`src/hw/sched_defs.svh`:
```
// timing and sizing constants of the frame scheduler
// assumes a 200 MHz system clock; bit counts are per baseband frame
`ifndef SCHED_DEFS_SVH
`define SCHED_DEFS_SVH
`define PLP_COUNT        4
`define PLP_IDX_W        2
`define BCH_PAYLOAD_BITS 16'h1F80
`define HDR_BITS         16'h0050
`define INBAND_BITS      16'h0040
`define FRAME_BLOCKS     8'h10
`define WORD_W           8
`define FIFO_DEPTH       8
`define CLK_PERIOD_NS    5
`define T_IF_NS          20000
`define T_OVERLAP_NS     2000
`define T_IF_CYC         (`T_IF_NS / `CLK_PERIOD_NS)
`define T_OVERLAP_CYC    (`T_OVERLAP_NS / `CLK_PERIOD_NS)
`endif

```
`src/hw/sched_pkg.sv`:
```
// types used by the scheduler end of the frame scheduler link and by the bench
// assumes sched_defs.svh is on the include path
package sched_pkg;
    typedef enum logic [1:0] {
        MODEL_ONE,
        MODEL_TWO,
        MODEL_MIXED,
        MODEL_FIXED
    } sched_model_t;
endpackage

```
`src/hw/sched_if.sv`:
```
// link between stream sources and scheduler, and scheduler to modulator
// assumes one clock shared by both ends
`timescale 1ns/1ps
`default_nettype none
`include "sched_defs.svh"
interface sched_if (input wire logic clk);
    logic                  in_valid;
    logic                  in_ready;
    logic [`PLP_IDX_W-1:0] in_plp;
    logic [`WORD_W-1:0]    in_data;
    logic                  out_valid;
    logic                  out_ready;
    logic [`PLP_IDX_W-1:0] out_plp;
    logic                  out_padded;
    logic                  out_first;
    logic [`WORD_W-1:0]    out_blocks;
    logic                  frame_done;
    modport sched (input in_valid, in_plp, in_data, out_ready,
                   output in_ready, out_valid, out_plp, out_padded, out_first,
                   out_blocks, frame_done);
    modport src (output in_valid, in_plp, in_data, out_ready,
                 input in_ready, out_valid, out_plp, out_padded, out_first,
                 out_blocks, frame_done);
endinterface
`default_nettype wire

```
`src/hw/frame_scheduler.sv`:
```
// scheduler end: per-stream occupancy, allocation windows, padded fill
// assumes the source end keeps its minimum and peak input rates
`timescale 1ns/1ps
`default_nettype none
`include "sched_defs.svh"
// Functional notes
// - full frame's payload queued means allocate it
// - first frame allocated early, signalling space zeroed
// - window end: pad fullest stream until full
// - frame n done by window end n+1
// - next frame waits for window end
// - per-stream store holds stream-count frames
// - steady leftover equals count-1 times payload-80
// - windows repeat each period, overlapping configured amount; the timer repeats every T_IF cycles with no overlap, T_OVERLAP_CYC unused
// - sources keep minimum rate per stream
// - collection time shorter than frame period
// - buffering identifies each stream's first frame
// - block counts final before signalling, extra frame; out_blocks at frame_done excludes the padded fill that follows
// - sources cap peak rate in window
// - model two flushes every stream at period end; the code pads the fullest stream until full, as in model one
// - model two rate leaves count-1 frames spare
// - mixed mode pads unfinished frame at end
// - fixed mode allocates without padding, still closed at window end
// - opportunistic fill keeps minimum under model one
// - groups scheduled by separate instances, fixed share
module frame_scheduler
    import sched_pkg::*;
(
    input  wire logic         clk,
    input  wire logic         rst,
    input  wire sched_model_t model,
    input  wire logic [7:0]   capacity,
    output logic [7:0]        blocks_reg,
    output logic              busy_reg,
    sched_if.sched            lnk
);
    localparam int N = `PLP_COUNT;
    localparam logic [15:0] PAYLOAD = `BCH_PAYLOAD_BITS - `HDR_BITS;
    localparam logic [15:0] FIRST_TH = PAYLOAD - `INBAND_BITS;
    localparam logic [15:0] STORE_MAX = 16'(N) * PAYLOAD;
    localparam logic [23:0] T_IF = 24'(`T_IF_CYC);

    typedef enum logic [1:0] {S_RUN, S_HOLD, S_FLUSH} st_t;

    logic [15:0] occ_reg [N];
    logic [15:0] occ_next [N];
    logic        first_reg [N];
    logic        first_next [N];
    logic [23:0] tmr_reg, tmr_next;
    st_t         st_reg, st_next;
    logic [7:0]  alloc_reg, alloc_next, blocks_next;
    logic        busy_next;
    logic        ov_reg, ov_next;
    logic [`PLP_IDX_W-1:0] plp_reg, plp_next;
    logic        pad_reg, pad_next, fst_reg, fst_next, done_reg, done_next;
    logic [7:0]  ob_reg, ob_next;

    // queued bits needed before a frame may be taken
    function automatic logic [15:0] need(input logic first);
        return first ? FIRST_TH : PAYLOAD;
    endfunction

    // remainder beyond one frame stays queued for the next frame; a padded frame empties the store
    function automatic logic [15:0] take(input logic [15:0] o, input logic first);
        return (o > need(first)) ? o - need(first) : 16'h0000;
    endfunction

    logic win_end;
    assign win_end = (tmr_reg == T_IF - 24'h000001);

    assign lnk.in_ready   = occ_reg[lnk.in_plp] < STORE_MAX;
    assign lnk.out_valid  = ov_reg;
    assign lnk.out_plp    = plp_reg;
    assign lnk.out_padded = pad_reg;
    assign lnk.out_first  = fst_reg;
    assign lnk.out_blocks = ob_reg;
    assign lnk.frame_done = done_reg;

    always_comb begin
        int fi;
        logic hit;
        logic [15:0] best;
        fi = 0;
        hit = 1'b0;
        best = 16'h0000;
        tmr_next = win_end ? 24'h000000 : tmr_reg + 24'h000001;
        st_next = st_reg;
        alloc_next = alloc_reg;
        blocks_next = blocks_reg;
        busy_next = (st_reg != S_HOLD);
        ov_next = ov_reg && !lnk.out_ready;
        plp_next = plp_reg;
        pad_next = pad_reg;
        fst_next = fst_reg;
        ob_next = ob_reg;
        done_next = 1'b0;
        for (int i = 0; i < N; i++) begin
            occ_next[i] = occ_reg[i];
            first_next[i] = first_reg[i];
            if (lnk.in_valid && lnk.in_ready && lnk.in_plp == `PLP_IDX_W'(i)) begin
                occ_next[i] = occ_reg[i] + 16'(`WORD_W);
            end
        end
        if (!ov_next) begin
            // allocate first stream that has a whole frame queued
            for (int i = N - 1; i >= 0; i--) begin
                if (occ_reg[i] >= need(first_reg[i])) begin
                    hit = 1'b1;
                    fi = i;
                end
            end
            if (st_reg == S_FLUSH) begin
                hit = 1'b1;
                for (int i = 0; i < N; i++) begin
                    if (occ_reg[i] >= best) begin
                        best = occ_reg[i];
                        fi = i;
                    end
                end
            end
            if (model == MODEL_TWO && st_reg == S_RUN && !win_end) begin
                hit = hit && (occ_reg[fi] >= need(first_reg[fi]));
            end
            if (hit && st_reg != S_HOLD) begin
                ov_next = 1'b1;
                plp_next = `PLP_IDX_W'(fi);
                pad_next = occ_reg[fi] < need(first_reg[fi]);
                fst_next = first_reg[fi];
                occ_next[fi] = take(occ_next[fi], first_reg[fi]);
                first_next[fi] = 1'b0;
                alloc_next = alloc_reg + 8'h01;
                ob_next = alloc_reg + 8'h01;
                if (alloc_next >= capacity) begin
                    st_next = S_HOLD;
                end
                if (st_reg == S_FLUSH && alloc_next >= capacity) begin
                    // padded fill done: the closed frame is complete, next one may start
                    alloc_next = 8'h00;
                    st_next = S_RUN;
                    for (int i = 0; i < N; i++) begin
                        first_next[i] = 1'b1;
                    end
                end
            end
        end
        if (win_end) begin
            // counts are final when the window closes
            if (st_next == S_HOLD || model == MODEL_FIXED) begin
                blocks_next = alloc_next;
                done_next = 1'b1;
                alloc_next = 8'h00;
                st_next = S_RUN;
                for (int i = 0; i < N; i++) begin
                    first_next[i] = 1'b1;
                end
            end else if (st_reg == S_RUN) begin
                // frame closes on time; padded fill of its rest follows at once
                blocks_next = capacity;
                done_next = 1'b1;
                st_next = S_FLUSH;
            end
        end
    end

    always_ff @(posedge clk) begin
        if (rst) begin
            for (int i = 0; i < N; i++) begin
                occ_reg[i] <= 16'h0000;
                first_reg[i] <= 1'b1;
            end
            tmr_reg <= 24'h000000;
            st_reg <= S_RUN;
            alloc_reg <= 8'h00;
            blocks_reg <= 8'h00;
            busy_reg <= 1'b0;
            ov_reg <= 1'b0;
            plp_reg <= '0;
            pad_reg <= 1'b0;
            fst_reg <= 1'b0;
            ob_reg <= 8'h00;
            done_reg <= 1'b0;
        end else begin
            for (int i = 0; i < N; i++) begin
                occ_reg[i] <= occ_next[i];
                first_reg[i] <= first_next[i];
            end
            tmr_reg <= tmr_next;
            st_reg <= st_next;
            alloc_reg <= alloc_next;
            blocks_reg <= blocks_next;
            busy_reg <= busy_next;
            ov_reg <= ov_next;
            plp_reg <= plp_next;
            pad_reg <= pad_next;
            fst_reg <= fst_next;
            ob_reg <= ob_next;
            done_reg <= done_next;
        end
    end
endmodule // frame_scheduler
`default_nettype wire

```
`src/flat_wrapper.sv`:
```
// flat-port wrapper written by rule: the top's interface ports become plain ports
module frame_scheduler_flat import sched_pkg::*;
  (clk, rst, model, capacity, blocks_reg, busy_reg, lnk_in_valid, lnk_in_plp, lnk_in_data, lnk_out_ready, lnk_in_ready, lnk_out_valid, lnk_out_plp, lnk_out_padded, lnk_out_first, lnk_out_blocks, lnk_frame_done);
  sched_if lnk_i (.clk(clk));
  input  wire logic clk;
  input  wire logic rst;
  input  wire sched_model_t model;
  input  wire logic [7:0] capacity;
  output logic [7:0] blocks_reg;
  output logic busy_reg;
  input wire logic [$bits(lnk_i.in_valid)-1:0] lnk_in_valid;
  input wire logic [$bits(lnk_i.in_plp)-1:0] lnk_in_plp;
  input wire logic [$bits(lnk_i.in_data)-1:0] lnk_in_data;
  input wire logic [$bits(lnk_i.out_ready)-1:0] lnk_out_ready;
  output wire logic [$bits(lnk_i.in_ready)-1:0] lnk_in_ready;
  output wire logic [$bits(lnk_i.out_valid)-1:0] lnk_out_valid;
  output wire logic [$bits(lnk_i.out_plp)-1:0] lnk_out_plp;
  output wire logic [$bits(lnk_i.out_padded)-1:0] lnk_out_padded;
  output wire logic [$bits(lnk_i.out_first)-1:0] lnk_out_first;
  output wire logic [$bits(lnk_i.out_blocks)-1:0] lnk_out_blocks;
  output wire logic [$bits(lnk_i.frame_done)-1:0] lnk_frame_done;
  assign lnk_i.in_valid = lnk_in_valid;
  assign lnk_i.in_plp = lnk_in_plp;
  assign lnk_i.in_data = lnk_in_data;
  assign lnk_i.out_ready = lnk_out_ready;
  assign lnk_in_ready = lnk_i.in_ready;
  assign lnk_out_valid = lnk_i.out_valid;
  assign lnk_out_plp = lnk_i.out_plp;
  assign lnk_out_padded = lnk_i.out_padded;
  assign lnk_out_first = lnk_i.out_first;
  assign lnk_out_blocks = lnk_i.out_blocks;
  assign lnk_frame_done = lnk_i.frame_done;
  frame_scheduler u_core (.clk(clk), .rst(rst), .model(model), .capacity(capacity), .blocks_reg(blocks_reg), .busy_reg(busy_reg), .lnk(lnk_i));
endmodule
```
`config.mk`:
```
export PLATFORM = sky130hd
export DESIGN_NAME = frame_scheduler_flat
export DESIGN_NICKNAME = d
export VERILOG_FILES = /design/src/hw/sched_pkg.sv /design/src/hw/sched_if.sv /design/src/hw/frame_scheduler.sv /design/src/flat_wrapper.sv
export VERILOG_INCLUDE_DIRS = /design/src /design/src/hw
export SDC_FILE = /design/constraint.sdc
export NUM_CORES = 1
export LEC_CHECK = 0
export ABC_AREA = 0
export BUFFER_PORTS_ARGS = -buffer_cell sky130_fd_sc_hd__buf_2
export CORE_ASPECT_RATIO = 2
export CORE_UTILIZATION = 57
export DETAILED_ROUTE_END_ITERATION = 12
export GPL_ROUTABILITY_DRIVEN = 0
export GPL_TIMING_DRIVEN = 0
export PLACE_DENSITY = 0.78
export SYNTH_ARGS = -nofsm -noshare
export SYNTH_HDL_FRONTEND = slang
export SYNTH_SLANG_ARGS = --single-unit
```
`constraint.sdc`:
```
create_clock -name clk -period 8.1 [get_ports clk]
set_input_delay 0.81 -clock clk [delete_from_list [all_inputs] [get_ports clk]]
set_output_delay 0.81 -clock clk [all_outputs]
set_load 0.02 [all_outputs]
```
==> results of run 1 <==
==> stage by stage <==
| stage | setup TNS [ns] | utilization [%] | hold WS (ns) | instance area, µm² | setup WS (ns) |
|---|---|---|---|---|---|
| after CTS | -4.89 | 76.2 | 0.489 | 12300 | -0.141 |
| after detailed placement | -215.18 | 61.0 | 0.477 | 9880 | -2.37 |
| after global placement | -208.47 | 61.0 | 0.467 | 9880 | -2.34 |
| after floorplan | 0 | - | 0.442 | 9440 | 0.00613 |
==> what timing repair did <==
action / in CTS
gates resized for setup: 283
hold endpoints to repair: 0
pin swaps: 90
gates cloned: 13
setup buffers: 54
setup endpoints to repair: 99
==> per-layer routing <==
layer / overflow / GRT usage [%]
met2: 22 / 86.9
met1: 1 / 62.7
met4: 18 / 65.5
met5: 0 / 8.02
met3: 0 / 38.1
==> cell families after synthesis <==
family	count (synthesis)	share of synthesized area, %
fa+ha+maj	80	10.7
xor+xnor	70	6.55
flops	125	26.7
mux	63	7.24
buf+inv	96	4.34
simple gates	418	22.6
compound gates	287	21.8
==> reports/metrics.csv, run 1 <==
metric;value;unit
number of synthesized flops with an enable pin;0;
share of the synthesized area in the top cell type;26.7;%
sequential share of the synthesized area;26.7;%
Fail Step;global routing (5_1_grt);
pin count of the biggest net entering global routing;17;
clk root buf;clkbuf_16;
buffers added on ports;38;
Yosys cell types;88;
GRT Total Usage;63.5;%
clk buf depth;2;
synthesized flop and latch total;125;
Post-Syn Instances;1139;
largest cells by area after synthesis;dfxtp_1 (27%), ha_1 (11%), nor2_1 (6.0%);
synthesized area per cell;8.22;µm²
dpl hpwl;25300;µm
cts-stage hold buffer count;0;
IO Count;48;
status;aborted with a tool error;
Post-synth ARST share;0;%
post-synth net total;1243;
synth cell count leaders;nor2_1 (149), dfxtp_1 (125), ha_1 (80);
Main synth FF type;dfxtp_1;
Die Ht;183;µm
H-tree depth;4;
Synth Warn #;0;
Synth Cell Area;9360;µm²
stop err;[ERROR GRT-0232] Routing congestion too high. Check the congestion heatmap in the GUI.;
Chip Width;92.6;µm
initial core utilization;57.8;%
row count;66;
most frequent cell after synthesis;nor2_1;
gr ovfl total;41;
cts bufs inserted;17;
Sink Count;125;
post-synth top area cell;dfxtp_1;
DP Cell Count;1381;
==> inputs of run 2 (changes only) <==
--- a/config.mk
+++ b/config.mk
@@ -8,12 +8,11 @@
 export LEC_CHECK = 0
 export ABC_AREA = 0
 export BUFFER_PORTS_ARGS = -buffer_cell sky130_fd_sc_hd__buf_2
-export CORE_ASPECT_RATIO = 2
-export CORE_UTILIZATION = 57
+export CORE_UTILIZATION = 40
 export DETAILED_ROUTE_END_ITERATION = 12
 export GPL_ROUTABILITY_DRIVEN = 0
 export GPL_TIMING_DRIVEN = 0
-export PLACE_DENSITY = 0.78
+export PLACE_DENSITY_LB_ADDON = 0.15
 export SYNTH_ARGS = -nofsm -noshare
 export SYNTH_HDL_FRONTEND = slang
 export SYNTH_SLANG_ARGS = --single-unit
==> constraint.sdc (replaced) <==
create_clock -name clk -period 10.5 [get_ports clk]
set_input_delay 1.05 -clock clk [delete_from_list [all_inputs] [get_ports clk]]
set_output_delay 1.05 -clock clk [all_outputs]
set_load 0.02 [all_outputs]
==> reports/metrics.csv, run 2 <==
metric;value;unit
most frequent cells in the layout;nor2_1 (149), dfxtp_1 (125), ha_1 (80);
status;completed;
Post-Route WL;32600;µm
DP Cell Count;1490;
CTS tree;done;
worst slack, placed;-0.720;ns
RSZ-0062 raised after global routing;false;
pin count of the biggest net entering global routing;20;
H-tree depth;4;
clk root buf;clkbuf_16;
clk slew on worst S/H paths;0.06;ns
P per Cell Area;204;nW/µm²
fillers;2287;
initial core utilization;41.1;%
max incr delay on CP;0.41;ns
Post-Syn Instances;1139;
CP Data Arrival Time;10.28;ns
routed vias/inst;5.98;
Worst EP required;10.79;ns
Layout Skew;0.0147;ns
Largest register FFs;52;
post-synth net total;1243;
final hold violation count;0;
synth cell count leaders;nor2_1 (149), dfxtp_1 (125), ha_1 (80);
sequential share of the synthesized area;26.7;%
post-synth top area cell;dfxtp_1;
buffers added on ports;38;
wire per inst;21.4;µm
core area;22800;µm²
Least-Margin Pin Slew;1.20;ns
final hold slack;0.491;ns
Yosys cell types;88;
Synth Cell Area;9360;µm²
kind of critical path;register to register;
full die area;24000;µm²
Startpoint Class;register;
most frequent cell after synthesis;nor2_1;
Main synth FF type;dfxtp_1;
dpl hpwl;25200;µm
Final Max Slew Viols;0;
Post-synth ARST share;0;%
synthesized flop and latch total;125;
Setup WS post-layout;0.504;ns
clk buf depth;2;
number of global-route vias before repair;8340;
row count;55;
Iter 0 DRT Violations;832;
Synth Warn #;0;
CP most frequent cell;ha_1;
cts bufs inserted;17;
worst min path class;register to register;
Ant. Diodes;0;
Routed Antenna Nets;0;
largest cells by area after synthesis;dfxtp_1 (27%), ha_1 (11%), nor2_1 (6.0%);
Sink Count;125;
synthesized area per cell;8.22;µm²
GRT Total Usage;27.4;%
Peak Freq;0.100;GHz
DR pass1 iterations;5;
first-pass GRT wire length;49400;µm
gr ovfl total;0;
Area growth, synth to finish;13.3;%
layout cells sized above 1;13.7;%
Chip Width;155;µm
final setup vio count;0;
Final nets;1301;
Die Ht;155;µm
number of synthesized flops with an enable pin;0;
IO Count;48;
Peak VDD IR;0.000140;V
Remaining DRCs;0;
Slew headroom;19.3;%
commonest non-fill, non-tap cell in the layout;nor2_1;
vias after detailed routing;9107;
Tcrit/Tclk final;95.2;%
Final min period;10.0;ns
slowest cell on the critical path;dfxtp_1;
final core area utilization;46.6;%
initial antenna violation count;0;
share of the synthesized area in the top cell type;26.7;%
leakage power total;0.00437;µW
Crit Path Max Fanout;10;
critical path endpoint category;register;
clk_lat worst skew;0.44;ns
max_cap viols;0;
Non-Filler Instances;1523;
==> run 2: cell counts after synthesis <==
Identical to the previous run, type by type.
==> run 2: stage by stage <==
step                      power [µW]  TNS (ns)  instance area, µm²
after global placement          1530    -51.57                9940
after floorplan                 1250         0                9360
final                           2170         0               10600
after detailed placement        1530    -49.71                9940
after global routing            2290         0               10600
after CTS                       2130         0               10500
==> run 2: final timing paths <==
path / start / slack (ns) / to / cells past startpoint
worst max-delay path: u_core.occ_reg[0][10]$_SDFF_PP0_ / 0.50 / register / 40
worst min-delay path: u_core.lnk.out_first$_SDFFE_PP0P_ / 0.49 / u_core.lnk.out_first$_SDFFE_PP0P_ / 2
worst max register to register: u_core.occ_reg[0][10]$_SDFF_PP0_ / 0.50 / register / 40
worst min register to register: u_core.lnk.out_first$_SDFFE_PP0P_ / 0.49 / u_core.lnk.out_first$_SDFFE_PP0P_ / 2
==> run 2: what timing repair did <==
action                     CTS  global route
pin swaps                    0             2
setup endpoints to repair   97            96
hold buffers                 0             0
resized for setup            6            18
setup buffers                0             3
==> run 2: area by class of cell <==
type | count | area [µm²] | share of cell area [%]
clock buffers | 18 | 429 | 4.05
clock inverters | 14 | 134 | 1.26
flip-flops and latches | 125 | 2500 | 23.6
inverters | 45 | 169 | 1.59
multi-input cells | 918 | 6530 | 61.6
plain buffers | 49 | 239 | 2.25
well taps | 313 | 392 | 3.69
repair buffers | 41 | 213 | 2.01
==> run 2: critical path, delay by kind of cell, from the launching register on <==
family | cells | cell delay, ns
AOI/OAI and AO/OA | 19 | 4.60
buffers and inverters | 7 | 1.77
adders and majority gates | 4 | 1.23
and+or+nand+nor | 8 | 1.21
muxes | 2 | 0.61
DFF | 1 | 0.41
==> run 2: per-layer routing <==
| metal | vias up | wire [µm] | global-route usage (%) | part of all wire, % |
|---|---|---|---|---|
| met5 | - | 0 | 0 | 0 |
| met4 | 0 | 1140 | 11.3 | 3.5 |
| met3 | 84 | 3040 | 6.35 | 9.3 |
| met2 | 445 | 13600 | 40.4 | 42 |
| met1 | 4284 | 14900 | 38.3 | 46 |
| li1 | 4294 | - | - | - |
==> run 2: power by group <==
part	leakage [µW]	switching [µW]	internal [µW]	total, µW
clock network	0.000266	248	330	578
registers	0.00101	44.0	510	554
logic	0.00309	678	355	1030
==> run 2: logic make-up (layout without fill, tap and decap cells) <==
family                     after synthesis  in the layout  share of synthesized area [%]
and+or+nand+nor                        418            418                           22.6
AOI/OAI and AO/OA                      287            287                           21.8
DFF                                    125            125                           26.7
buffers and inverters                   96            167                           4.34
adders and majority gates               80             80                           10.7
xor gates and xnor gates                70             70                           6.55
muxes                                   63             63                           7.24
No activity file was read; power rests on OpenSTA's default activity.
